<file path="config.mk">
export PLATFORM = sky130hd
export DESIGN_NAME = bypass_switchover_sequencer
export DESIGN_NICKNAME = d
export VERILOG_FILES = /design/src/hw/bypass_pkg.sv /design/src/hw/bypass_switchover_sequencer.sv
export VERILOG_INCLUDE_DIRS = /design/src /design/src/hw
export SDC_FILE = /design/constraint.sdc
export NUM_CORES = 1
export LEC_CHECK = 0
export BUFFER_PORTS_ARGS = -buffer_cell sky130_fd_sc_hd__buf_2
export CORE_MARGIN = 2
export CORE_UTILIZATION = 51
export CTS_BUF_LIST = sky130_fd_sc_hd__clkbuf_16
export CTS_CLUSTER_SIZE = 28
export DETAILED_ROUTE_END_ITERATION = 8
export PLACE_DENSITY_LB_ADDON = 0.08
export SYNTH_ARGS = -nofsm -noshare
export SYNTH_HDL_FRONTEND = slang
export SYNTH_SLANG_ARGS = --single-unit
</file>
<file path="constraint.sdc">
create_clock -name pclk -period 2.5 [get_ports pclk]
set_input_delay 0.25 -clock pclk [delete_from_list [all_inputs] [get_ports pclk]]
set_output_delay 0.25 -clock pclk [all_outputs]
set_load 0.01 [all_outputs]
</file>
<file path="src/hw/bypass_cfg.svh">
// Purpose: Constants for the bypass switchover sequencer.
// Assumes: pclk at 20 MHz; times are held in units of 0.1 s.
// Notes: Register offsets are byte addresses on a 32-bit APB slave.
`ifndef BYPASS_CFG_SVH
`define BYPASS_CFG_SVH
// ==================================================================
// Timebase
`define CLK_HZ 20000000
`define TENTH_S_MS 100
`define TENTH_CYCLES ((`CLK_HZ / 1000) * `TENTH_S_MS)
`define TENTH_W 21
// ==================================================================
// Register offsets
`define OFS_CTRL 12'h000
`define OFS_ILOCK 12'h004
`define OFS_SWAIT 12'h008
`define OFS_SWFREQ 12'h00C
`define OFS_FREQ 12'h010
`define OFS_STATUS 12'h014
`define OFS_IRQ 12'h018
`define OFS_MASK 12'h01C
`define OFS_STATE 12'h020
// ==================================================================
// Fields and reset values
`define CTRL_SEQ_EN 0
`define CTRL_FAULT_BYP 1
`define ILOCK_RESET 10'h00A
`define SWAIT_RESET 10'h005
`define TIME_MAX 10'h3E8
`define SWFREQ_OFF 14'h270F
`define SWFREQ_MAX 14'h0258
`define IRQ_W 4
`define IRQ_TO_BYPASS 0
`define IRQ_TO_INV 1
`define IRQ_FAULT 2
`define IRQ_STOP 3
`endif

</file>
<file path="src/hw/bypass_pkg.sv">
// Purpose: Types for the bypass switchover sequencer.
// Assumes: Field widths are written out here; no configuration header is included.
// Notes: One packed struct holds the whole module state.
package bypass_pkg;
  typedef enum logic [2:0] {
    st_idle, st_inv_close, st_inv_wait, st_inv_run, st_ilock_to_byp, st_bypass,
    st_ilock_to_inv, st_stopped
  } seq_state_t;

  typedef struct packed {
    logic input_contactor;
    logic bypass_contactor;
    logic inverter_output_contactor;
    logic inverter_run;
  } contactor_out_t;

  typedef struct packed {
    seq_state_t state;
    contactor_out_t out;
    logic sequence_enable_setting;
    logic fault_bypass_setting;
    logic [9:0] interlock_time_setting;
    logic [9:0] start_wait_setting;
    logic [13:0] switchover_frequency_setting;
    logic [20:0] tick_cnt;
    logic [9:0] tenths;
    logic [3:0] irq_status;
    logic [3:0] irq_mask;
    logic irq;
    logic [31:0] prdata;
    logic pready;
    logic pslverr;
    logic [1:0] start_s;
    logic [1:0] stop_s;
    logic [1:0] auto_s;
    logic [1:0] fault_s;
    logic [1:0] thermal_s;
    logic [1:0] cpu_s;
  } seq_reg_t;
endpackage

</file>
<file path="src/hw/bypass_switchover_sequencer.sv">
// Purpose: Switches a motor between inverter drive and mains bypass.
// Assumes: Pins start, stop, auto select and faults are asynchronous levels.
// Notes: Output frequency arrives from the inverter core in 0.1 Hz units.
//
// Design decisions made here: the APB slave port and the address map.
`timescale 1ns/100ps
`include "bypass_cfg.svh"
module bypass_switchover_sequencer
  import bypass_pkg::*;
(
  input wire logic pclk,
  input wire logic presetn,
  input wire logic psel,
  input wire logic penable,
  input wire logic pwrite,
  input wire logic [11:0] paddr,
  input wire logic [31:0] pwdata,
  output logic [31:0] prdata,
  output logic pready,
  output logic pslverr,
  input wire logic start_cmd,
  input wire logic stop_cmd,
  input wire logic auto_switch_select,
  input wire logic inverter_fault,
  input wire logic thermal_relay_trip,
  input wire logic cpu_fault,
  input wire logic [13:0] output_frequency,
  output logic input_contactor,
  output logic bypass_contactor,
  output logic inverter_output_contactor,
  output logic inverter_run,
  output logic irq
);

  seq_reg_t r;
  seq_reg_t next_r;
  logic tick;
  logic wr;
  logic rd;
  logic [3:0] ev;

  // ==================================================================
  // Helpers

  // Clamps a written time to the 0 to 100 s range in tenths.
  function automatic logic [9:0] clamp_time(input logic [31:0] v);
    if (v > {22'h000000, `TIME_MAX}) begin
      clamp_time = `TIME_MAX;
    end else begin
      clamp_time = v[9:0];
    end
  endfunction

  // Threshold crossed only when the feature is on; 9999 means off.
  function automatic logic freq_reached(input logic [13:0] thr, input logic [13:0] f);
    freq_reached = (thr != `SWFREQ_OFF) && (f >= thr);
  endfunction

  assign tick = (r.tick_cnt == `TENTH_W'(`TENTH_CYCLES - 1));
  assign wr = psel && penable && pwrite;
  assign rd = psel && penable && !pwrite;

  // ==================================================================
  // Next state
  always_comb begin
    next_r = r;
    ev = 4'h0;
    next_r.pready = 1'b0;
    next_r.pslverr = 1'b0;
    // Only the second synchroniser stage is ever read below.
    next_r.start_s = {r.start_s[0], start_cmd};
    next_r.stop_s = {r.stop_s[0], stop_cmd};
    next_r.auto_s = {r.auto_s[0], auto_switch_select};
    next_r.fault_s = {r.fault_s[0], inverter_fault};
    next_r.thermal_s = {r.thermal_s[0], thermal_relay_trip};
    next_r.cpu_s = {r.cpu_s[0], cpu_fault};
    next_r.tick_cnt = tick ? '0 : r.tick_cnt + 1'b1;
    if (tick && r.tenths != 10'h000) begin
      next_r.tenths = r.tenths - 1'b1;
    end

    // Sequencer: contactor outputs follow the state.
    case (r.state)
      st_idle: begin
        if (r.sequence_enable_setting && r.start_s[1] && !r.stop_s[1]) begin
          next_r.state = st_inv_close;
        end
      end
      st_inv_close: begin
        next_r.tenths = r.start_wait_setting;
        next_r.state = st_inv_wait;
      end
      st_inv_wait: begin
        if (r.tenths == 10'h000) begin
          next_r.state = st_inv_run;
          ev[`IRQ_TO_INV] = 1'b1;
        end
      end
      st_inv_run: begin
        if (r.auto_s[1] && freq_reached(r.switchover_frequency_setting, output_frequency)) begin
          next_r.tenths = r.interlock_time_setting;
          next_r.state = st_ilock_to_byp;
        end
      end
      st_ilock_to_byp: begin
        if (r.tenths == 10'h000) begin
          next_r.state = st_bypass;
          ev[`IRQ_TO_BYPASS] = 1'b1;
        end
      end
      st_bypass: begin
        // Dropping the start command hands the motor back to the inverter.
        if (!r.start_s[1] && !r.fault_s[1]) begin
          next_r.tenths = r.interlock_time_setting;
          next_r.state = st_ilock_to_inv;
        end
      end
      st_ilock_to_inv: begin
        if (r.tenths == 10'h000) begin
          next_r.state = st_inv_close;
        end
      end
      st_stopped: begin
        if (!r.fault_s[1] && !r.thermal_s[1] && !r.cpu_s[1] && !r.start_s[1]) begin
          next_r.state = st_idle;
        end
      end
      default: begin
        next_r.state = st_idle;
      end
    endcase

    // Stop and faults override the normal sequence.
    if (!r.sequence_enable_setting || r.stop_s[1]) begin
      if (r.state != st_idle) begin
        ev[`IRQ_STOP] = 1'b1;
      end
      next_r.state = st_idle;
    end else if (r.thermal_s[1] || r.cpu_s[1]) begin
      if (r.state != st_stopped) begin
        ev[`IRQ_FAULT] = 1'b1;
      end
      next_r.state = st_stopped;
    end else if (r.fault_s[1] && r.state != st_stopped && r.state != st_bypass
                 && r.state != st_ilock_to_byp && r.state != st_idle) begin
      ev[`IRQ_FAULT] = 1'b1;
      if (r.fault_bypass_setting) begin
        next_r.tenths = r.interlock_time_setting;
        next_r.state = st_ilock_to_byp;
      end else begin
        next_r.state = st_stopped;
      end
    end

    // Outputs decoded from the next state so they leave a flip-flop.
    next_r.out = '0;
    case (next_r.state)
      st_inv_close, st_inv_wait: begin
        next_r.out.input_contactor = 1'b1;
        next_r.out.inverter_output_contactor = 1'b1;
      end
      st_inv_run: begin
        next_r.out.input_contactor = 1'b1;
        next_r.out.inverter_output_contactor = 1'b1;
        next_r.out.inverter_run = 1'b1;
      end
      st_ilock_to_byp, st_ilock_to_inv, st_idle: begin
        next_r.out.input_contactor = r.sequence_enable_setting;
      end
      st_bypass: begin
        next_r.out.input_contactor = !r.fault_s[1];
        next_r.out.bypass_contactor = 1'b1;
      end
      default: begin
        next_r.out = '0;
      end
    endcase

    // APB reads and writes; zero-wait slave, unmapped addresses answer with pslverr.
    if (psel && !penable) begin
      next_r.pready = 1'b1;
      next_r.prdata = 32'h00000000;
      if (paddr == `OFS_CTRL) begin
        next_r.prdata = {30'h00000000, r.fault_bypass_setting, r.sequence_enable_setting};
      end else if (paddr == `OFS_ILOCK) begin
        next_r.prdata = {22'h000000, r.interlock_time_setting};
      end else if (paddr == `OFS_SWAIT) begin
        next_r.prdata = {22'h000000, r.start_wait_setting};
      end else if (paddr == `OFS_SWFREQ) begin
        next_r.prdata = {18'h00000, r.switchover_frequency_setting};
      end else if (paddr == `OFS_FREQ) begin
        next_r.prdata = {18'h00000, output_frequency};
      end else if (paddr == `OFS_STATUS) begin
        next_r.prdata = {28'h0000000, r.out};
      end else if (paddr == `OFS_IRQ) begin
        next_r.prdata = {28'h0000000, r.irq_status};
      end else if (paddr == `OFS_MASK) begin
        next_r.prdata = {28'h0000000, r.irq_mask};
      end else if (paddr == `OFS_STATE) begin
        next_r.prdata = {29'h00000000, r.state};
      end else begin
        next_r.pslverr = 1'b1;
      end
    end
    if (wr && r.pready) begin
      if (paddr == `OFS_CTRL) begin
        next_r.sequence_enable_setting = pwdata[`CTRL_SEQ_EN];
        next_r.fault_bypass_setting = pwdata[`CTRL_FAULT_BYP];
      end else if (paddr == `OFS_ILOCK) begin
        next_r.interlock_time_setting = clamp_time(pwdata);
      end else if (paddr == `OFS_SWAIT) begin
        next_r.start_wait_setting = clamp_time(pwdata);
      end else if (paddr == `OFS_SWFREQ) begin
        if (pwdata[13:0] <= `SWFREQ_MAX || pwdata[13:0] == `SWFREQ_OFF) begin
          next_r.switchover_frequency_setting = pwdata[13:0];
        end
      end else if (paddr == `OFS_IRQ) begin
        next_r.irq_status = r.irq_status & ~pwdata[3:0];
      end else if (paddr == `OFS_MASK) begin
        next_r.irq_mask = pwdata[3:0];
      end
    end
    if (rd) begin
      next_r.prdata = r.prdata;
    end
    // Setting after clearing keeps an event that lands on a clear.
    next_r.irq_status = next_r.irq_status | ev;
    next_r.irq = |(next_r.irq_status & next_r.irq_mask);
  end

  // ==================================================================
  // State register
  always_ff @(posedge pclk or negedge presetn) begin
    if (!presetn) begin
      r <= '0;
      r.state <= st_idle;
      r.interlock_time_setting <= `ILOCK_RESET;
      r.start_wait_setting <= `SWAIT_RESET;
      r.switchover_frequency_setting <= `SWFREQ_OFF;
    end else begin
      r <= next_r;
    end
  end

  assign prdata = r.prdata;
  assign pready = r.pready;
  assign pslverr = r.pslverr;
  assign input_contactor = r.out.input_contactor;
  assign bypass_contactor = r.out.bypass_contactor;
  assign inverter_output_contactor = r.out.inverter_output_contactor;
  assign inverter_run = r.out.inverter_run;
  assign irq = r.irq;

endmodule

</file>
==> results.sh, run 1 <==
export IMPL_start_kind="flip-flop"
export IMPL_port_buffers=89
export IMPL_ir_drop_uv=370
export IMPL_p_sw_share_pct=23.9
export IMPL_path_clk_slew_ps=70
export IMPL_rsz0062_at_grt="true"
export IMPL_setup_viol=1
export IMPL_coreArea_mm2=0.0119
export IMPL_areaGrowthSynthToFinish_pct=18.3
export IMPL_fp_dieH_um=114
export IMPL_dpl_cell_area_mm2=0.00680
export IMPL_synth_edf_count=0
export IMPL_clockBufferDepth=2
export IMPL_worstPathCellList="inv_2 -> ha_4 -> nand4_1 -> a211o_1 -> o31a_1 -> a211o_1 -> and3_4 -> o31a_1 -> a211o_1"
export IMPL_regToRegStartpoint="r[95]"
export IMPL_outcome="finished with violations"
export IMPL_overflow=0
export IMPL_multi_input_area_mm2=0.00307
export IMPL_cap_violations=0
export IMPL_synthFlopType="dfrtp_1"
export IMPL_min_from="pwdata[13]"
export IMPL_initial_utilization_pct=51.8
export IMPL_grt_max_degree=65
export IMPL_tightest_slew_ps=1010
export IMPL_dpl_hpwl_um=11800
export IMPL_p_clk_share_pct=40.6
export IMPL_tritoncts="built"
export IMPL_htreeDepth=3
export IMPL_cts_root_buffer="clkbuf_16"
export IMPL_period_share_pct=100
export IMPL_vias=5097
export IMPL_cp_max_fo=3
export IMPL_slowest_stage="dfstp_2"
export IMPL_netlist_area_mm2=0.00614
export IMPL_finalCriticalPeriod_ps=2510
export IMPL_cp_required_ps=2750
export IMPL_gp_congestion=0.945
export IMPL_final_layout_size_suffix_gt1_share_pct=27.2
export IMPL_grt_pass1_vias=5099
export IMPL_fin_tns_setup_ps=-8.70
export IMPL_antenna_left=0
export IMPL_drtIter0Drc=339
export IMPL_numCtsBuffers=9
export IMPL_finalPower_mw=3.53
export IMPL_slowest_delay_ps=550
export IMPL_cp_startpoint="r[95]"
export IMPL_path_buf_inv=1
export IMPL_async_reset_ff_share_pct=100
export IMPL_end_kind="flip-flop"
export IMPL_violations="negative setup slack"
export IMPL_cp_common_cell="a211o_1"
export IMPL_power_leakage_nw=3.38
export IMPL_ys_ff_latch=111
export IMPL_hold_path_class="primary input to flip-flop"
export IMPL_netlist_instances=627
export IMPL_use_met1_pct=35.1
export IMPL_fin_nets=823
export IMPL_timing_final_hold_violations=0
export IMPL_fin_util_pct=61.2
export IMPL_synth_warning_count=0
export IMPL_gr_usage_met2_pct=40.8
export IMPL_rows=40
export IMPL_maxSlewHeadroom_pct=32.0
export IMPL_critPathKind="flip-flop to flip-flop"
export IMPL_skew_ps=5.14
export IMPL_critPathTopFamily="compound AO/OA/AOI/OAI gates"
export IMPL_clock_latency_ps=360
export IMPL_p_per_area_mw_per_mm2=487
export IMPL_seqPwrFrac_pct=51.6
export IMPL_grt_use_total_pct=25.4
export IMPL_regArea_mm2=0.00279
export IMPL_grt_pass1_wl_um=25600
export IMPL_wl_um=15700
export IMPL_dr_pass1_iters=6
export IMPL_ios=108
export IMPL_wire_per_inst_um=17.7
export IMPL_max_freq_mhz=399
export IMPL_diodes=0
export IMPL_synth_seq_area_share_pct=45.5
export IMPL_die_area_mm2=0.0129
export IMPL_final_common_cell="dfrtp_1"
export IMPL_maxSlewViolCount=0
export IMPL_syn_avg_cell_area_um2=9.79
export IMPL_design_area_mm2=0.00726
export IMPL_p_int_mw=2.69
export IMPL_fillers=1029
export IMPL_arrival_ps=2760
export IMPL_grt_use_met3_pct=5.74
export IMPL_vias_per_cell=5.73
export IMPL_comb_power_share_pct=7.8
export IMPL_final_cell_mix="dfrtp_1, buf_2, nand2_1"
export IMPL_setup_ws_ps=-8.70
export IMPL_grt_antenna_before_repair=0
export IMPL_busiest_layer="met2"
export IMPL_synth_distinct_cells=79
export IMPL_route_detailed_drc=0
export IMPL_die_w_um=114
export IMPL_p_switching_mw=0.844
export IMPL_cts_num_sinks=111
==> registers in the layout, indices dropped and copies added, names as in the netlist <==
| signal | flops |
|---|---|
| bypass_contactor | 1 |
| input_contactor | 1 |
| inverter_output_contactor | 1 |
| inverter_run | 1 |
| irq | 1 |
| next_r | 6 |
| prdata | 14 |
| pready | 1 |
| pslverr | 1 |
| r | 84 |
==> through the flow <==
step / std cells / hold slack, ps / setup slack [ps]
finish: 890 / 175 / -8.70
global route: 890 / 178 / -122
CTS: 888 / 167 / -36.4
detailed placement: 865 / 128 / -85.0
global placement: 865 / 118 / -26.7
floorplan: 644 / -45.6 / 56.6
==> layer usage <==
layer | part of all wire [%] | wire length, um | vias to the layer above
met2 | 48 | 7600 | 165
met3 | 5.4 | 847 | 19
met5 | 0 | 0 | -
met4 | 1.5 | 231 | 0
met1 | 45 | 7070 | 2487
li1 | - | - | 2426
==> synthesized netlist by cell type (all sizes together), types with 4 or more instances <==
library cell / number / area share [%]
nand4: 11 / 1.1
and3: 8 / 0.82
dfrtp: 99 / 40
nand3: 19 / 1.5
nor2b: 7 / 0.71
and2: 5 / 0.53
nand2: 81 / 5.0
a22oi: 9 / 1.1
mux2: 25 / 4.6
nand2b: 4 / 0.41
dfstp: 12 / 5.1
a222oi: 5 / 0.82
nor2: 44 / 2.7
mux2i: 4 / 0.65
ha: 16 / 3.3
clkbuf: 14 / 0.92
a21oi: 21 / 1.7
and4: 6 / 0.86
or4: 5 / 0.73
o31a: 4 / 0.57
a2bb2oi: 6 / 0.96
o211ai: 5 / 0.61
o21ai: 51 / 4.2
nor3: 11 / 1.2
xnor2: 17 / 2.4
xor2: 10 / 1.4
inv: 22 / 1.3
nor4: 9 / 1.4
buf: 38 / 4.6
==> final timing paths <==
path / to / slack (ps) / depth (start not counted)
setup reg to reg: input_contactor / -9 / 9
setup / recovery: input_contactor / -9 / 9
hold / removal: r[99] / 170 / 2
min in group asynchronous: r[66] / 290 / 2
hold reg to reg: r[3] / 340 / 0
max in group asynchronous: r[121] / 1530 / 3
==> what timing repair did <==
item | 4_1_cts | 5_1_grt
endpoints found under the setup margin | 3 | 13
hold buffers | 7 | 0
hold endpoints to repair | 19 | 0
pin swaps | 8 | 9
buffers inserted | 1 | 2
resized for setup | 10 | 15
==> kinds of logic (layout without fill, tap and decap cells) <==
logic type | after synthesis | in the layout | share of synthesized area (%)
XOR/XNOR | 27 | 27 | 3.85
flip-flops | 111 | 111 | 45.5
buffers and inverters | 75 | 174 | 6.93
other | 1 | 18 | 0.0611
AND/OR/NAND/NOR | 229 | 229 | 19.7
multiplexers | 30 | 30 | 5.60
adder cells (fa/ha/maj) | 16 | 16 | 3.26
AO/OA/AOI/OAI | 138 | 138 | 15.1
==> area by class of cell <==
cell class,count,share of cell area [%]
inverters,23,1.19
clock inverters,7,0.896
repair buffers,135,11.5
multi-input cells,458,42.3
flip-flops and latches,111,38.5
well taps,147,2.53
clock buffers,9,3.10
==> power groups by stage <==
stage | clock network [mW] | registers [mW] | logic, mW
after floorplan | 0 | 1.86 | 0.129
after global placement | 0 | 1.86 | 0.249
after detailed placement | 0 | 1.86 | 0.254
after CTS | 1.48 | 1.82 | 0.269
after global routing | 1.55 | 1.83 | 0.305
final | 1.44 | 1.83 | 0.274
No activity file was read; power rests on OpenSTA's default activity.
==> run 2: changes to the inputs <==
--- a/config.mk
+++ b/config.mk
@@ -6,12 +6,12 @@
 export SDC_FILE = /design/constraint.sdc
 export NUM_CORES = 1
 export LEC_CHECK = 0
-export BUFFER_PORTS_ARGS = -buffer_cell sky130_fd_sc_hd__buf_2
 export CORE_MARGIN = 2
-export CORE_UTILIZATION = 51
+export CORE_UTILIZATION = 58
 export CTS_BUF_LIST = sky130_fd_sc_hd__clkbuf_16
 export CTS_CLUSTER_SIZE = 28
 export DETAILED_ROUTE_END_ITERATION = 8
+export DONT_BUFFER_PORTS = 1
 export PLACE_DENSITY_LB_ADDON = 0.08
 export SYNTH_ARGS = -nofsm -noshare
 export SYNTH_HDL_FRONTEND = slang
==> run 2 against run 1 <==
Effect of this change:
- non-clock buffer count is 91 lower
- global-route usage is 1.4 points higher
- combinational power fell by 54%
- largest power group unchanged
- die area down 12%
- final cell count decreased by 11%
- the run ends with negative hold slack, negative setup slack left
- clock power barely moved
- sequential power hardly changed
- via count is 6.5% lower
- sequential cell count is the same
- critical path depth is the same
==> results.sh, run 2 (same netlist as run 1, synthesis figures left out) <==
export IMPL_fin_nets=732
export IMPL_ir_drop_uv=516
export IMPL_arrival_ps=2800
export IMPL_grt_use_total_pct=26.8
export IMPL_final_common_cell="dfrtp_1"
export IMPL_numCtsBuffers=9
export IMPL_rsz0062_at_grt="true"
export IMPL_drtIter0Drc=280
export IMPL_ios=108
export IMPL_slowest_stage="dfstp_2"
export IMPL_tightest_slew_ps=857
export IMPL_place_inst=764
export IMPL_wl_um=14600
export IMPL_fp_dieH_um=107
export IMPL_crit_cells=9
export IMPL_path_buf_inv=1
export IMPL_grt_antenna_before_repair=0
export IMPL_setup_viol=4
export IMPL_finalCriticalPeriod_ps=2560
export IMPL_grt_max_degree=112
export IMPL_maxSlewViolCount=0
export IMPL_final_instance_count_excl_fill=788
export IMPL_setup_ws_ps=-63.4
export IMPL_start_kind="flip-flop"
export IMPL_hold_buffers=6
export IMPL_critPathTopFamily="compound AO/OA/AOI/OAI gates"
export IMPL_fin_util_pct=65.7
export IMPL_areaGrowthSynthToFinish_pct=10.5
export IMPL_cts_num_sinks=111
export IMPL_cts_root_buffer="clkbuf_16"
export IMPL_final_layout_size_suffix_gt1_share_pct=17.8
export IMPL_cp_common_cell="a211o_1"
export IMPL_maxSlewHeadroom_pct=42.4
export IMPL_antenna_left=0
export IMPL_skew_ps=6.64
export IMPL_diodes=0
export IMPL_htreeDepth=3
export IMPL_overflow=0
export IMPL_max_freq_mhz=390
export IMPL_dr_wl_met2_um=6860
export IMPL_grt_pass1_vias=4704
export IMPL_cp_max_fo=3
export IMPL_slowest_delay_ps=530
export IMPL_path_clk_slew_ps=70
export IMPL_violations="negative hold slack, negative setup slack"
export IMPL_clockBufferDepth=2
export IMPL_outcome="finished with violations"
export IMPL_coreArea_mm2=0.0103
export IMPL_vias_per_cell=6.05
export IMPL_fin_tns_setup_ps=-150
export IMPL_power_leakage_nw=2.98
export IMPL_hold_worst_slack_ps=-418
export IMPL_largest_reg_flops=84
export IMPL_end_kind="flip-flop"
export IMPL_cp_required_ps=2740
export IMPL_largest_register="r"
export IMPL_hold_path_class="primary input to async pin"
export IMPL_p_per_area_mw_per_mm2=502
export IMPL_initial_utilization_pct=59.5
export IMPL_grt_pass1_wl_um=23700
export IMPL_dpl_hpwl_um=10800
export IMPL_wire_per_inst_um=18.6
export IMPL_reg2regPathDepth=9
export IMPL_final_cell_mix="dfrtp_1, nand2_1, nor2_1"
export IMPL_period_share_pct=103
export IMPL_worstPathCellList="inv_1 -> ha_4 -> o21ai_2 -> a211o_1 -> o31a_1 -> a211o_1 -> and3_4 -> o31a_1 -> a211o_1"
export IMPL_route_detailed_drc=0
export IMPL_dr_wl_met3_um=995
export IMPL_timing_final_hold_violations=111
export IMPL_vias=4765
export IMPL_cap_violations=0
export IMPL_dr_pass1_iters=5
export IMPL_die_w_um=107
export IMPL_finalPower_mw=3.41
export IMPL_die_area_mm2=0.0114
export IMPL_critPathKind="flip-flop to flip-flop"
export IMPL_gp_congestion=0.923
export IMPL_clock_latency_ps=360
export IMPL_wl_met1_um=6490
export IMPL_tritoncts="built"
export IMPL_rows=37
export IMPL_port_buffers=0
export IMPL_top_layer="met4"
-- run 2: cell count changes in the layout (fill, tap and decap cells not counted), moves of 2 or more --
cell	before	now
buf_12	2	0
buf_2	88	0
clkinv_2	3	0
clkinvlp_4	1	4
ha_1	13	11
ha_4	3	5
o21ai_0	39	41
o21ai_1	11	8
-- run 2: worst reg2reg max path: stages (launching register included) --
cell and delay [ps]:
dfstp_2 530, inv_1 70, ha_4 270, o21ai_2 40, a211o_1 280, o31a_1 360, a211o_1 380, and3_4 190
o31a_1 110, a211o_1 230
-- run 2: path summary, 6_finish.rpt --
kind,start,endpoint,slack [ps]
worst max-delay path,r[88],input_contactor,-60
worst max register to register,r[88],input_contactor,-60
min in group pclk,pwdata[1],r[111],10
worst min-delay path,presetn,r[78],-420
worst min register to register,next_r[5],r[5],350
max in group asynchronous,presetn,r[87],2670
-- run 2: per-layer routing --
layer | global-route usage [%] | up-vias
met5 | 0 | -
met4 | 9.37 | 0
met3 | 6.81 | 21
met2 | 41.2 | 188
met1 | 37.0 | 2306
li1 | - | 2250
-- run 2: where the power goes --
part / switching [mW] / total (mW) / internal [mW]
clock: 0.673 / 1.45 / 0.777
combinational: 0.0694 / 0.125 / 0.0559
sequential: 0.0172 / 1.83 / 1.81
total: 0.760 / 3.41 / 2.65
-- run 2: through the flow --
stage / cell area [um^2] / setup slack (ps)
floorplan: 6200 / 56.6
global placement: 6310 / -32.0
detailed placement: 6310 / -91.7
CTS: 6720 / -34.1
global route: 6780 / -134
finish: 6780 / -63.4
-- run 2: repair_timing --
action                                  4_1_cts  5_1_grt
cloned                                        0        0
buffers inserted                              1        1
endpoints found under the setup margin        4       13
pin swaps                                    11        7
endpoints found under the hold margin       117      111
resized for setup                            10       16
-- run 2: cell type report --
class                      count  area, um^2
fill                         828        3540
multi-input combinational    458        3090
sequential                   111        2790
timing repair buffer          44         345
clock buffer                   9         225
tap                          136         170
inverter                      23        86.3
clock inverter                 7        72.6
==> run 3: changes to the inputs <==
--- a/config.mk
+++ b/config.mk
@@ -6,13 +6,16 @@
 export SDC_FILE = /design/constraint.sdc
 export NUM_CORES = 1
 export LEC_CHECK = 0
+export CELL_PAD_IN_SITES_DETAIL_PLACEMENT = 1
+export CELL_PAD_IN_SITES_GLOBAL_PLACEMENT = 2
 export CORE_MARGIN = 2
-export CORE_UTILIZATION = 58
-export CTS_BUF_LIST = sky130_fd_sc_hd__clkbuf_16
+export CORE_UTILIZATION = 37
+export CTS_BUF_LIST = sky130_fd_sc_hd__clkbuf_8
 export CTS_CLUSTER_SIZE = 28
 export DETAILED_ROUTE_END_ITERATION = 8
 export DONT_BUFFER_PORTS = 1
 export PLACE_DENSITY_LB_ADDON = 0.08
+export SETUP_SLACK_MARGIN = 0.5
 export SYNTH_ARGS = -nofsm -noshare
 export SYNTH_HDL_FRONTEND = slang
 export SYNTH_SLANG_ARGS = --single-unit
==> run 3 against run 2 <==
Effect of this change:
- the flow still finishes with violations (negative hold slack, negative setup slack)
- final area increased by 4.0%
- hold slack got worse by 40 ps
- power decreased by 7.5%
- count of clock-buffer cells in the layout increased by 2
- sequential cell count unchanged
- final cell count increased by 12%
- critical path type unchanged
==> results.sh, run 3 (same netlist as run 1, synthesis figures left out) <==
export IMPL_outcome="finished with violations"
export IMPL_violations="negative hold slack, negative setup slack"
export IMPL_dr_wl_met2_um=8820
export IMPL_final_cell_mix="dfrtp_1, nand2_1, nor2_1"
export IMPL_final_layout_size_suffix_gt1_share_pct=20.1
export IMPL_grt_max_degree=112
export IMPL_setup_viol=12
export IMPL_vias=4811
export IMPL_grt_pass1_wl_um=29200
export IMPL_setup_ws_ps=-96.7
export IMPL_tightest_slew_ps=863
export IMPL_fin_tns_setup_ps=-486
export IMPL_dr_wl_met3_um=642
export IMPL_dp_slack_ps=-80.2
export IMPL_fin_nets=743
export IMPL_ir_drop_uv=227
export IMPL_start_kind="flip-flop"
export IMPL_areaGrowthSynthToFinish_pct=14.9
export IMPL_rows=47
export IMPL_fp_dieH_um=133
export IMPL_end_kind="flip-flop"
export IMPL_grt_antenna_before_repair=0
export IMPL_top_layer="met4"
export IMPL_path_clk_slew_ps=110
export IMPL_cts_root_buffer="clkbuf_8"
export IMPL_route_detailed_drc=0
export IMPL_port_buffers=0
export IMPL_htreeDepth=3
export IMPL_grt_use_total_pct=21.3
export IMPL_rsz0062_at_grt="true"
export IMPL_maxSlewViolCount=0
export IMPL_coreArea_mm2=0.0164
export IMPL_max_freq_mhz=385
export IMPL_largest_register="r"
export IMPL_grt_pass1_vias=5190
export IMPL_clockBufferDepth=2
export IMPL_hold_path_class="primary input to async pin"
export IMPL_numCtsBuffers=9
export IMPL_gp_congestion=0.802
export IMPL_period_share_pct=104
export IMPL_maxSlewHeadroom_pct=42.0
export IMPL_timing_final_hold_violations=111
export IMPL_wl_met1_um=8430
export IMPL_final_common_cell="dfrtp_1"
export IMPL_drtIter0Drc=263
export IMPL_die_w_um=133
export IMPL_clock_latency_ps=390
export IMPL_cap_violations=0
export IMPL_cts_num_sinks=111
export IMPL_arrival_ps=2880
export IMPL_largest_reg_flops=84
export IMPL_antenna_left=0
export IMPL_vias_per_cell=5.45
export IMPL_finalCriticalPeriod_ps=2600
export IMPL_skew_ps=14.3
export IMPL_cp_required_ps=2780
export IMPL_power_leakage_nw=3.04
export IMPL_hold_worst_slack_ps=-458
export IMPL_dr_pass1_iters=4
export IMPL_overflow=0
export IMPL_p_per_area_mw_per_mm2=447
export IMPL_cp_max_fo=3
export IMPL_die_area_mm2=0.0176
export IMPL_dpl_hpwl_um=13400
export IMPL_critPathKind="flip-flop to flip-flop"
export IMPL_finalPower_mw=3.15
export IMPL_wl_um=18300
export IMPL_diodes=0
export IMPL_ios=108
export IMPL_tritoncts="built"
export IMPL_initial_utilization_pct=37.4
export IMPL_wire_per_inst_um=20.7
[run 3: cell types whose count changed in the layout (fill, tap and decap cells not counted), sizes merged]
cell,delta
dlygate4sd3,+16
clkinv,+2
clkinvlp,-4
buf,-5
clkbuf,+2
[run 3: metrics by stage]
stage | utilization [%] | cells | hold WS (ps) | instance area (um^2)
3_5_place_dp | 39.2 | 839 | -42.3 | 6440
6_report | 43.0 | 883 | -458 | 7050
3_3_place_gp | 39.2 | 839 | -42.6 | 6440
4_1_cts | 42.4 | 877 | -486 | 6950
5_1_grt | 43.0 | 883 | -492 | 7050
2_1_floorplan | - | 644 | -45.6 | 6290
[run 3: timing repair]
item | 4_1_cts | 5_1_grt
hold buffers | 19 | 3
gates cloned | 1 | 0
buffers inserted | 2 | 3
setup endpoints to repair | 17 | 20
hold endpoints to repair | 135 | 114
gates resized for setup | 28 | 11
pin swaps | 5 | 5
[run 3: worst paths after layout]
path | slack (ps) | end | start | cells past startpoint
hold reg to reg | 360 | r[3] | next_r[3] | 0
setup reg to reg | -100 | input_contactor | r[95] | 9
hold / removal | -460 | r[81] | presetn | 0
min in group pclk | 20 | r[114] | pwdata[4] | 2
max in group asynchronous | 2710 | r[113] | presetn | 0
setup / recovery | -100 | input_contactor | r[95] | 9
[run 3: area by class of cell]
| class | count | area (um^2) |
|---|---|---|
| clock buffer | 11 | 151 |
| clock inverter | 5 | 56.3 |
| fill | 1845 | 9350 |
| inverter | 23 | 86.3 |
| multi-input combinational | 458 | 3210 |
| sequential | 111 | 2790 |
| tap | 220 | 275 |
| timing repair buffer | 55 | 484 |
[run 3: power breakdown]
group / switching (mW) / total [mW] / internal, mW
registers: 0.0166 / 1.83 / 1.81
clock network: 0.649 / 1.17 / 0.520
logic: 0.0803 / 0.152 / 0.0716
[run 3: critical path: stages, from the launching register on]
cell,delay (ps)
dfstp_2,550
inv_2,40
ha_4,260
nand4_1,130
a211o_1,250
o31a_1,330
a211o_1,360
and3_4,210
o31a_1,120
a211o_1,250
[run 3: metal layers]
| layer | global-route usage, % | vias up |
|---|---|---|
| met1 | 28.4 | 2434 |
| met4 | 6.39 | 0 |
| met3 | 4.10 | 24 |
| met2 | 35.1 | 85 |
| li1 | - | 2268 |
| met5 | 0 | - |
